<file path="config.mk">
export PLATFORM = sky130hd
export DESIGN_NAME = cxt_core
export DESIGN_NICKNAME = d
export VERILOG_FILES = /design/src/rtl/cxt_pkg.sv /design/src/rtl/cxt_core.sv
export SDC_FILE = /design/constraint.sdc
export NUM_CORES = 1
export LEC_CHECK = 0
export BUFFER_PORTS_ARGS = -buffer_cell sky130_fd_sc_hd__buf_4
export CORE_ASPECT_RATIO = 1.2
export CORE_UTILIZATION = 45
export DETAILED_ROUTE_END_ITERATION = 7
export GPL_ROUTABILITY_DRIVEN = 0
export HOLD_SLACK_MARGIN = 0.03
export SYNTH_ARGS = -nofsm -noshare
export SYNTH_HDL_FRONTEND = slang
export SYNTH_SLANG_ARGS = --single-unit
export TNS_END_PERCENT = 20
</file>
<file path="constraint.sdc">
create_clock -name clk -period 4.8 [get_ports clk]
set_input_delay 0 -clock clk [delete_from_list [all_inputs] [get_ports clk]]
set_output_delay 0 -clock clk [all_outputs]
set_load 0.005 [all_outputs]
</file>
<file path="src/rtl/cxt_pkg.sv">
// constants, opcodes and register map of the transfer/skip execution core
// assumes one 10 MHz clock and a classic wishbone slave port
// Function
// - a skip-capable op that does not skip adds no machine cycles
// - skipping a one or two byte instruction costs one extra machine cycle
// - skipping a three byte instruction costs two extra machine cycles
// - skipping the indirect table call always costs exactly one machine cycle
// - one machine cycle is one cpu clock period, five selectable periods
// - accesses through DE or DL always use memory bank 0
// - bit addressing in peripheral and port areas always uses bank 15
// - eight 4-bit registers, paired as XA, BC, DE, HL 8-bit accumulators
// - a second set of four extended pairs, addressable separately
// - the carry bit acts as one-bit accumulator for bit transfers
// - load A from HL then increment L, 2+S cycles, skip when L wraps to 0
// - post-decrement move or exchange through HL, skip when L becomes FH
// - exchange A with HL memory then increment L, skip when L wraps to 0
// - page table read loads XA from ROM at PC bits 14-8 plus DE or XA, 3 cycles
// - consecutive immediate loads of the same group: only the first executes
package cxt_pkg;
	// ----------------------------------------------------------------
	// register map (byte addresses)
	// ----------------------------------------------------------------
	localparam logic [7:0] ADR_CTRL = 8'h00;
	localparam logic [7:0] ADR_CMD = 8'h04;
	localparam logic [7:0] ADR_GPR = 8'h08;
	localparam logic [7:0] ADR_EXT = 8'h0c;
	localparam logic [7:0] ADR_STAT = 8'h10;
	localparam logic [7:0] ADR_CARRY = 8'h14;
	localparam logic [7:0] ADR_PC = 8'h18;
	// ctrl fields
	localparam int CTRL_PCS_LSB = 0;
	localparam int CTRL_SCS_BIT = 2;
	localparam int CTRL_MBE_BIT = 4;
	localparam int CTRL_MBS_LSB = 8;
	localparam logic [31:0] CTRL_RESET = 32'h0000_0000;
	// cmd fields
	localparam int CMD_OP_LSB = 0;
	localparam int CMD_NLEN_LSB = 8;
	localparam int CMD_NTBL_BIT = 10;
	localparam int CMD_EXT_BIT = 11;
	localparam int CMD_SEL_LSB = 12;
	localparam int CMD_IMM_LSB = 16;
	localparam int CMD_MEM_LSB = 24;
	// gpr nibble slots in the gpr word
	localparam int R_A = 0;
	localparam int R_X = 1;
	localparam int R_C = 2;
	localparam int R_B = 3;
	localparam int R_E = 4;
	localparam int R_D = 5;
	localparam int R_L = 6;
	localparam int R_H = 7;
	// fixed banks and machine cycle dividers in clk cycles
	localparam logic [3:0] BANK_PAIR = 4'h0;
	localparam logic [3:0] BANK_FIXED = 4'hf;
	localparam logic [7:0] DIV_PCS0 = 8'h40;
	localparam logic [7:0] DIV_PCS1 = 8'h10;
	localparam logic [7:0] DIV_PCS2 = 8'h08;
	localparam logic [7:0] DIV_PCS3 = 8'h04;
	localparam logic [7:0] DIV_SYS = 8'h80;
	// ----------------------------------------------------------------
	// types
	// ----------------------------------------------------------------
	typedef enum logic [4:0] {
		OP_NOP, OP_MOV_A_N4, OP_MOV_XA_N8, OP_MOV_HL_N8, OP_MOV_A_HL, OP_MOV_A_HLI,
		OP_MOV_A_HLD, OP_XCH_A_HL, OP_XCH_A_HLI, OP_XCH_A_HLD, OP_MOV_A_DE,
		OP_MOV_A_DL, OP_MOV_HL_A, OP_XCH_XA_RP, OP_TBL_PCDE, OP_TBL_PCXA,
		OP_TBL_BCDE, OP_TBL_BCXA, OP_BIT_LOAD, OP_BIT_STORE
	} cxt_op_t;
	typedef enum logic [1:0] {GRP_NONE, GRP_A, GRP_B} cxt_grp_t;
	typedef enum {ST_IDLE, ST_ALIGN, ST_EXEC, ST_SKIP} cxt_state_t;
endpackage : cxt_pkg

</file>
<file path="src/rtl/cxt_core.sv">
// transfer, exchange and table read execution core with skip timing
// assumes synchronous rom/ram answering two clk after a read strobe
`timescale 1ns/1ns
module cxt_core import cxt_pkg::*; (
	// clock and reset
	input wire logic clk,
	input wire logic reset,
	// wishbone slave
	input wire logic wb_cyc_i,
	input wire logic wb_stb_i,
	input wire logic wb_we_i,
	input wire logic [7:0] wb_adr_i,
	input wire logic [3:0] wb_sel_i,
	input wire logic [31:0] wb_dat_i,
	output logic [31:0] wb_dat_o,
	output logic wb_ack_o,
	// data ram
	output logic [11:0] ramAddr,
	output logic ramRd,
	output logic ramWe,
	output logic [3:0] ramWdata,
	input wire logic [3:0] ramRdata,
	// program rom
	output logic [14:0] romAddr,
	output logic romRd,
	input wire logic [7:0] romData
);
	// ----------------------------------------------------------------
	// state
	// ----------------------------------------------------------------
	logic [31:0] ctrl_q, ctrl_d, cmd_q, cmd_d;
	logic [7:0][3:0] gpr_q, gpr_d;
	logic [3:0][7:0] ext_q, ext_d;
	logic [14:0] pc_q, pc_d;
	logic carry_q, carry_d, skip_q, skip_d, nop_q, nop_d;
	cxt_state_t state_q, state_d;
	cxt_grp_t grp_q, grp_d;
	logic [1:0] cnt_q, cnt_d, skipCyc_q, skipCyc_d;
	logic [2:0] last_q, last_d;
	logic [7:0] div_q, div_d, divLim;
	logic [11:0] ramAddr_d;
	logic [14:0] romAddr_d;
	logic ramRd_d, romRd_d, ramWe_d;
	logic [3:0] ramWdata_d;
	logic ack_q, ack_d;
	logic [31:0] dat_d;
	logic cycEn, busWr, busRd, start, commit, skipTake;
	logic [1:0] base, skipLen;
	cxt_op_t op;
	cxt_grp_t grp;
	logic [3:0] bank, lNext;

	assign op = cxt_op_t'(cmd_q[CMD_OP_LSB +: 5]);
	assign busRd = wb_cyc_i & wb_stb_i & ~ack_q;
	assign busWr = wb_cyc_i & wb_stb_i & wb_we_i & ack_q;
	assign wb_ack_o = ack_q;

	// ----------------------------------------------------------------
	// machine cycle divider
	// ----------------------------------------------------------------
	// five cpu clock periods; smallest is four clk so memory data settles
	always_comb begin
		if (ctrl_q[CTRL_SCS_BIT]) begin
			divLim = DIV_SYS;
		end else begin
			case (ctrl_q[CTRL_PCS_LSB +: 2])
				2'h0: divLim = DIV_PCS0;
				2'h1: divLim = DIV_PCS1;
				2'h2: divLim = DIV_PCS2;
				default: divLim = DIV_PCS3;
			endcase
		end
		cycEn = (div_q >= divLim - 8'h01);
		div_d = cycEn ? 8'h00 : div_q + 8'h01;
	end

	// ----------------------------------------------------------------
	// per-op decode
	// ----------------------------------------------------------------
	// base cycles equal byte count except auto step (2) and table reads (3)
	always_comb begin
		base = 2'h1;
		grp = GRP_NONE;
		case (op)
			OP_MOV_A_N4: grp = GRP_A;
			OP_MOV_XA_N8: begin
				base = 2'h2;
				grp = GRP_A;
			end
			OP_MOV_HL_N8: begin
				base = 2'h2;
				grp = GRP_B;
			end
			OP_MOV_A_HLI, OP_MOV_A_HLD, OP_XCH_A_HLI, OP_XCH_A_HLD: base = 2'h2;
			OP_XCH_XA_RP, OP_BIT_LOAD, OP_BIT_STORE: base = 2'h2;
			OP_TBL_PCDE, OP_TBL_PCXA, OP_TBL_BCDE, OP_TBL_BCXA: base = 2'h3;
			default: base = 2'h1;
		endcase
		// HL access uses the selected bank only when banking is enabled
		bank = ctrl_q[CTRL_MBE_BIT] ? ctrl_q[CTRL_MBS_LSB +: 4] : 4'h0;
		case (op)
			OP_MOV_A_DE: ramAddr_d = {BANK_PAIR, gpr_q[R_D], gpr_q[R_E]};
			OP_MOV_A_DL: ramAddr_d = {BANK_PAIR, gpr_q[R_D], gpr_q[R_L]};
			OP_BIT_LOAD, OP_BIT_STORE: begin
				ramAddr_d = {BANK_FIXED, cmd_q[CMD_MEM_LSB +: 8]};
			end
			default: ramAddr_d = {bank, gpr_q[R_H], gpr_q[R_L]};
		endcase
		case (op)
			OP_TBL_PCDE: romAddr_d = {pc_q[14:8], gpr_q[R_D], gpr_q[R_E]};
			OP_TBL_PCXA: romAddr_d = {pc_q[14:8], gpr_q[R_X], gpr_q[R_A]};
			OP_TBL_BCDE: romAddr_d = {gpr_q[R_B][2:0], gpr_q[R_C], gpr_q[R_D], gpr_q[R_E]};
			default: romAddr_d = {gpr_q[R_B][2:0], gpr_q[R_C], gpr_q[R_X], gpr_q[R_A]};
		endcase
	end

	// ----------------------------------------------------------------
	// execution sequencer and register file
	// ----------------------------------------------------------------
	// bus writes to registers are ignored while an op runs
	always_comb begin
		ctrl_d = ctrl_q;
		cmd_d = cmd_q;
		gpr_d = gpr_q;
		ext_d = ext_q;
		pc_d = pc_q;
		carry_d = carry_q;
		skip_d = skip_q;
		nop_d = nop_q;
		state_d = state_q;
		grp_d = grp_q;
		cnt_d = cnt_q;
		skipCyc_d = skipCyc_q;
		last_d = last_q;
		ramRd_d = 1'b0;
		romRd_d = 1'b0;
		ramWe_d = 1'b0;
		ramWdata_d = ramWdata;
		skipTake = 1'b0;
		lNext = gpr_q[R_L];
		start = busWr && wb_adr_i == ADR_CMD && state_q == ST_IDLE;
		commit = state_q == ST_EXEC && cycEn && cnt_q == base;
		skipLen = cmd_q[CMD_NLEN_LSB +: 2];
		if (busWr && state_q == ST_IDLE) begin
			for (int i = 0; i < 4; i++) begin
				if (wb_sel_i[i]) begin
					case (wb_adr_i)
						ADR_CTRL: ctrl_d[8*i +: 8] = wb_dat_i[8*i +: 8];
						ADR_CMD: cmd_d[8*i +: 8] = wb_dat_i[8*i +: 8];
						ADR_GPR: gpr_d[2*i +: 2] = wb_dat_i[8*i +: 8];
						ADR_EXT: ext_d[i] = wb_dat_i[8*i +: 8];
						default: ;
					endcase
				end
			end
			if (wb_adr_i == ADR_CARRY && wb_sel_i[0]) carry_d = wb_dat_i[0];
			if (wb_adr_i == ADR_PC && wb_sel_i[0]) pc_d[7:0] = wb_dat_i[7:0];
			if (wb_adr_i == ADR_PC && wb_sel_i[1]) pc_d[14:8] = wb_dat_i[14:8];
		end
		case (state_q)
			ST_IDLE: if (start) begin
				state_d = ST_ALIGN;
				skip_d = 1'b0;
			end
			ST_ALIGN: if (cycEn) begin
				// repeated load of the same group runs as a no-operation
				nop_d = grp != GRP_NONE && grp == grp_q;
				grp_d = grp;
				ramRd_d = op inside {OP_MOV_A_HL, OP_MOV_A_HLI, OP_MOV_A_HLD, OP_XCH_A_HL,
					OP_XCH_A_HLI, OP_XCH_A_HLD, OP_MOV_A_DE, OP_MOV_A_DL, OP_BIT_LOAD,
					OP_BIT_STORE};
				romRd_d = op inside {OP_TBL_PCDE, OP_TBL_PCXA, OP_TBL_BCDE, OP_TBL_BCXA};
				cnt_d = 2'h1;
				state_d = ST_EXEC;
			end
			ST_EXEC: if (commit) begin
				lNext = gpr_q[R_L];
				case (op)
					OP_MOV_A_N4: if (!nop_q) gpr_d[R_A] = cmd_q[CMD_IMM_LSB +: 4];
					OP_MOV_XA_N8: if (!nop_q) gpr_d[R_A +: 2] = cmd_q[CMD_IMM_LSB +: 8];
					OP_MOV_HL_N8: if (!nop_q) gpr_d[R_L +: 2] = cmd_q[CMD_IMM_LSB +: 8];
					OP_MOV_A_HL, OP_MOV_A_DE, OP_MOV_A_DL: gpr_d[R_A] = ramRdata;
					OP_MOV_A_HLI: begin
						gpr_d[R_A] = ramRdata;
						lNext = gpr_q[R_L] + 4'h1;
						skipTake = lNext == 4'h0;
					end
					OP_MOV_A_HLD: begin
						gpr_d[R_A] = ramRdata;
						lNext = gpr_q[R_L] - 4'h1;
						skipTake = lNext == 4'hf;
					end
					OP_XCH_A_HL, OP_XCH_A_HLI, OP_XCH_A_HLD: begin
						gpr_d[R_A] = ramRdata;
						ramWdata_d = gpr_q[R_A];
						ramWe_d = 1'b1;
						if (op == OP_XCH_A_HLI) begin
							lNext = gpr_q[R_L] + 4'h1;
							skipTake = lNext == 4'h0;
						end else if (op == OP_XCH_A_HLD) begin
							lNext = gpr_q[R_L] - 4'h1;
							skipTake = lNext == 4'hf;
						end
					end
					OP_MOV_HL_A: begin
						ramWdata_d = gpr_q[R_A];
						ramWe_d = 1'b1;
					end
					OP_XCH_XA_RP: begin
						// pair select 0..3 is XA BC DE HL, ext bit picks the primed set
						if (cmd_q[CMD_EXT_BIT]) begin
							gpr_d[R_A +: 2] = ext_q[cmd_q[CMD_SEL_LSB +: 2]];
							ext_d[cmd_q[CMD_SEL_LSB +: 2]] = {gpr_q[R_X], gpr_q[R_A]};
						end else begin
							gpr_d[R_A +: 2] = gpr_q[2*cmd_q[CMD_SEL_LSB +: 2] +: 2];
							gpr_d[2*cmd_q[CMD_SEL_LSB +: 2] +: 2] = gpr_q[R_A +: 2];
						end
					end
					OP_TBL_PCDE, OP_TBL_PCXA, OP_TBL_BCDE, OP_TBL_BCXA: begin
						gpr_d[R_A +: 2] = romData;
					end
					OP_BIT_LOAD: carry_d = ramRdata[cmd_q[CMD_SEL_LSB +: 2]];
					OP_BIT_STORE: begin
						ramWdata_d = ramRdata;
						ramWdata_d[cmd_q[CMD_SEL_LSB +: 2]] = carry_q;
						ramWe_d = 1'b1;
					end
					default: ;
				endcase
				// only a stepping op moves L; a pair load of HL must keep its new L
				if (lNext != gpr_q[R_L]) gpr_d[R_L] = lNext;
				skip_d = skipTake;
				// table call skips in one cycle, a three byte op in two
				if (cmd_q[CMD_NTBL_BIT]) skipCyc_d = 2'h1;
				else if (skipLen == 2'h3) skipCyc_d = 2'h2;
				else skipCyc_d = 2'h1;
				if (!skipTake) skipCyc_d = 2'h0;
				last_d = {1'b0, base};
				cnt_d = 2'h1;
				state_d = skipTake ? ST_SKIP : ST_IDLE;
			end else if (cycEn) begin
				cnt_d = cnt_q + 2'h1;
			end
			ST_SKIP: if (cycEn) begin
				if (cnt_q == skipCyc_q) begin
					last_d = 3'({1'b0, base} + {1'b0, skipCyc_q});
					state_d = ST_IDLE;
				end else begin
					cnt_d = cnt_q + 2'h1;
				end
			end
			default: state_d = ST_IDLE;
		endcase
	end

	// ----------------------------------------------------------------
	// bus answer
	// ----------------------------------------------------------------
	// one wait state: data latched with ack, unmapped reads return zero
	always_comb begin
		ack_d = wb_cyc_i & wb_stb_i & ~ack_q;
		dat_d = wb_dat_o;
		if (busRd) begin
			case (wb_adr_i)
				ADR_CTRL: dat_d = ctrl_q;
				ADR_CMD: dat_d = cmd_q;
				ADR_GPR: dat_d = gpr_q;
				ADR_EXT: dat_d = ext_q;
				ADR_STAT: dat_d = {20'h0, bank, 1'b0, last_q, skip_q, carry_q,
					nop_q, state_q != ST_IDLE};
				ADR_CARRY: dat_d = {31'h0, carry_q};
				ADR_PC: dat_d = {17'h0, pc_q};
				default: dat_d = 32'h0;
			endcase
		end
	end

	// registers
	always_ff @(posedge clk) begin
		if (reset) begin
			ctrl_q <= CTRL_RESET;
			cmd_q <= 32'h0;
			gpr_q <= '0;
			ext_q <= '0;
			pc_q <= 15'h0;
			carry_q <= 1'b0;
			skip_q <= 1'b0;
			nop_q <= 1'b0;
			state_q <= ST_IDLE;
			grp_q <= GRP_NONE;
			cnt_q <= 2'h0;
			skipCyc_q <= 2'h0;
			last_q <= 3'h0;
			div_q <= 8'h0;
			ramAddr <= 12'h0;
			romAddr <= 15'h0;
			ramRd <= 1'b0;
			romRd <= 1'b0;
			ramWe <= 1'b0;
			ramWdata <= 4'h0;
			ack_q <= 1'b0;
			wb_dat_o <= 32'h0;
		end else begin
			ctrl_q <= ctrl_d;
			cmd_q <= cmd_d;
			gpr_q <= gpr_d;
			ext_q <= ext_d;
			pc_q <= pc_d;
			carry_q <= carry_d;
			skip_q <= skip_d;
			nop_q <= nop_d;
			state_q <= state_d;
			grp_q <= grp_d;
			cnt_q <= cnt_d;
			skipCyc_q <= skipCyc_d;
			last_q <= last_d;
			div_q <= div_d;
			ramAddr <= (state_q == ST_ALIGN) ? ramAddr_d : ramAddr;
			romAddr <= (state_q == ST_ALIGN) ? romAddr_d : romAddr;
			ramRd <= ramRd_d;
			romRd <= romRd_d;
			ramWe <= ramWe_d;
			ramWdata <= ramWdata_d;
			ack_q <= ack_d;
			wb_dat_o <= dat_d;
		end
	end
endmodule : cxt_core

</file>
==> flow_summary_export.csv <==
group,metric,value,unit
route,drt_first_iter_violations,1126,
setup_path,timing_worst_setup_path_type,"reg2reg",
cells_and_area,drive_gt1_frac,0.175,
setup_path,setup.worst_path.start,"ctrl_q[1]",
clock_tree,clk-insertion-delay-late,0.55,ns
setup_path,worstSetupEndpointType,"flip-flop",
worst_hold_path,holdCritPathClass,"in2reg",
clock_tree,cts-root-buf,"clkbuf_16",
synthesis,postSynthRegisterBits,232,
synthesis,ys_top_cells_by_count,"dfxtp_1 (232), nor2_1 (193), mux2i_1 (147)",
setup_path,cell_family_contributing_the_most_delay_on_the_critical_path,"compound AO/OA/AOI/OAI gates",
cells_and_area,diodes,0,
clock_tree,tritoncts,"built",
clock_tree,htree_levels,1,
cells_and_area,fill_cells,2685,
synthesis,yosys.area.top_type_share,0.355,
floorplan,core_area,28700,um^2
synthesis,number_of_nets_in_the_synthesized_netlist,1555,
sta,relative_slew_slack,0.152,
synthesis,synth_area,13100,um^2
power,vdd_drop_max,0.000265,V
sta,final_report_max_slew_violation_count,0,
clock_tree,cts.sink_count,232,
sta,rsz0062_at_grt,"false",
worst_hold_path,worst_hold_start,"wb_cyc_i",
synthesis,synth_cells,1471,
route,detailedRoute.firstPassIterationCount,6,
place,port_buffers,127,
place,place_area,14200,um^2
floorplan,initial_core_util,0.456,
cells_and_area,final_util,0.545,
synthesis,synth.top_cells.by_area,"dfxtp_1 (35%), mux2i_1 (11%), nor2_1 (5.5%), nand2_1 (3.4%), a21oi_1 (3.4%)",
synthesis,synth_cell_types,94,
cells_and_area,post-route-cell-area,15600,um^2
global_routing,grt_use_total,0.314,
global_routing,grt_first_pass_wirelength,70700,um
floorplan,die-area,29800,um^2
setup_path,critical_path.cell_chain,"or3b_2 > ha_1 > ha_1 > xnor2_1 > ha_1 > o21ai_0 > o311ai_4 > o211ai_2 > or3_1 > o22ai_1",
synthesis,synth-edff-count,0,
power,power_density,278,nW/um^2
floorplan,std_cell_rows,68,
route,via_per_inst,6.24,
power,total_leakage_power,0.00556,uW
synthesis,synthArstFlopShare,0,
cells_and_area,nNetsFinal,1665,
setup_path,setup.reg_to_reg.worst_slack,0.59,ns
clock_tree,ctsLongestPathBuffers,3,
setup_path,timing.critical_path.slowest_stage_cell,"o311ai_4",
synthesis,ys_seq_area_frac,0.355,
route,drcViolationCount,0,
floorplan,fp.dieH,189,um
route,routed-via-count,12400,
setup_path,critPathRequiredTime,5.26,ns
setup_path,worst-path-max-fanout,23,
synthesis,synth.yosys.warnings,0,
floorplan,die_x,158,um
cells_and_area,multi_input_area,7900,um^2
setup_path,worst_r2r_startpoint,"ctrl_q[1]",
route,drt_wl_total,47100,um
synthesis,synth_area_per_cell,8.89,um^2
sta,min_tclk_post_route,4.21,ns
power,totalPowerFinal,4340,uW
setup_path,critical_path.most_common_cell,"ha_1",
setup_path,cp_num_buf_inv,0,
global_routing,grt.overflow.total,0,
setup_path,critical_path.startpoint_type,"flip-flop",
cells_and_area,seq_area,4640,um^2
clock_tree,clkTransAtPathRegs,0.07,ns
sta,timing_worst_slew_pin_value,1.27,ns
flow_run,max_cap_viol_count,0,
global_routing,antenna_found_initial,0,
setup_path,cpPeakStageDelay,0.82,ns
outcome,outcome,"finished, final reports clean",
cells_and_area,syn_to_layout_area_delta,19.4,%
route,detail_route.wl_per_cell,23.8,um
sta,max_clock_freq,237,MHz
route,ant_nets,0,
global_routing,grt_max_degree,110,
synthesis,yosysMostFrequentCell,"dfxtp_1",
sta,setup_viol_count_final,0,
global_routing,first_global_vias,11500,
sta,fin_crit_sh,0.877,
sta,hold_violations,0,
sta,timing.setup.tns,0,ns
synthesis,synth_top_area_cell,"dfxtp_1",
setup_path,critPathArrivalTime,4.67,ns
synthesis,yosys_most_used_dff,"dfxtp_1",
floorplan,io_pins,128,
sta,clock-skew-final,0.0281,ns
clock_tree,cts_buffers,26,
place,detailedPlacementHpwl,32800,um
-- power breakdown --
| part | switching [uW] | leakage, uW | total, uW | internal (uW) |
|---|---|---|---|---|
| sequential | 7.15 | 0.00187 | 1940 | 1930 |
| clock | 831 | 0.000450 | 2200 | 1370 |
| combinational | 124 | 0.00324 | 205 | 81.1 |
| total | 962 | 0.00556 | 4340 | 3380 |
-- what timing repair did --
| action | CTS | global route |
|---|---|---|
| endpoints found under the hold margin | 153 | 0 |
| buffers inserted | 0 | 0 |
| hold buffers | 50 | 0 |
| gates resized for setup | 0 | 0 |
-- kinds of logic after synthesis --
family,after synthesis,synth area share
flip-flops,232,0.355
AND/OR/NAND/NOR,471,0.174
multiplexers,195,0.170
AO/OA/AOI/OAI,403,0.225
XOR/XNOR,14,0.00937
other,1,0.000287
adder cells (fa/ha/maj),23,0.0226
buffers and inverters,132,0.0433
-- final timing paths --
check	end	depth (start not counted)
max	gpr_q[0]	10
min	skip_q	4
max reg2reg	gpr_q[0]	10
min reg2reg	wb_dat_o[1]	2
-- worst register-to-register path, cell delays in order (launching register included) --
cell	delay (ns)
dfxtp_1	0.42
or3b_2	0.47
ha_1	0.22
ha_1	0.19
xnor2_1	0.13
ha_1	0.27
o21ai_0	0.18
o311ai_4	0.82
o211ai_2	0.67
or3_1	0.58
o22ai_1	0.20
-- metrics by stage --
step                std cells  worst slack, ns  hold WS [ns]
finish                   1983            0.589        0.0821
global route             1983            0.364        0.0915
CTS                      1983            0.604        0.0598
detailed placement       1888            0.646         0.276
global placement         1888            0.739         0.271
floorplan                1471             1.38         0.136
-- layout by cell type, fill, tap and decap left out, types with 29 or more instances in the layout --
master	synthesis	routed
a211oi_1	44	44
a21oi_1	88	88
buf_4	1	146
dfxtp_1	232	232
dlygate4sd3_1	0	50
mux2_2	29	29
mux2i_1	147	147
nand2_1	120	120
nor2_1	193	193
o21ai_0	76	76
-- registers in the layout, indices dropped and copies added, names as in the netlist, 2 cells and up --
signal,count
ramAddr,12
ramWdata,4
ctrl_q,32
romAddr,15
cmd_q,32
ext_q,32
gpr_q,32
state_q,2
last_q,3
skipCyc_q,2
div_q,8
cnt_q,2
grp_q,2
pc_q,15
wb_dat_o,32
-- layer usage --
layer | track usage | wire length [um]
met1 | 0.435 | 20400
met2 | 0.491 | 21600
met3 | 0.0444 | 3590
met4 | 0.114 | 1610
met5 | 0 | 0
-- layout make-up --
| type | count | area share |
|---|---|---|
| clock buffers | 38 | 0.0491 |
| inverters | 17 | 0.00408 |
| repair buffers | 197 | 0.103 |
| well taps | 385 | 0.0308 |
| flip-flops and latches | 232 | 0.297 |
| clock inverters | 7 | 0.0104 |
| multi-input cells | 1107 | 0.505 |
Note: power is estimated with default switching activity, not from simulation.
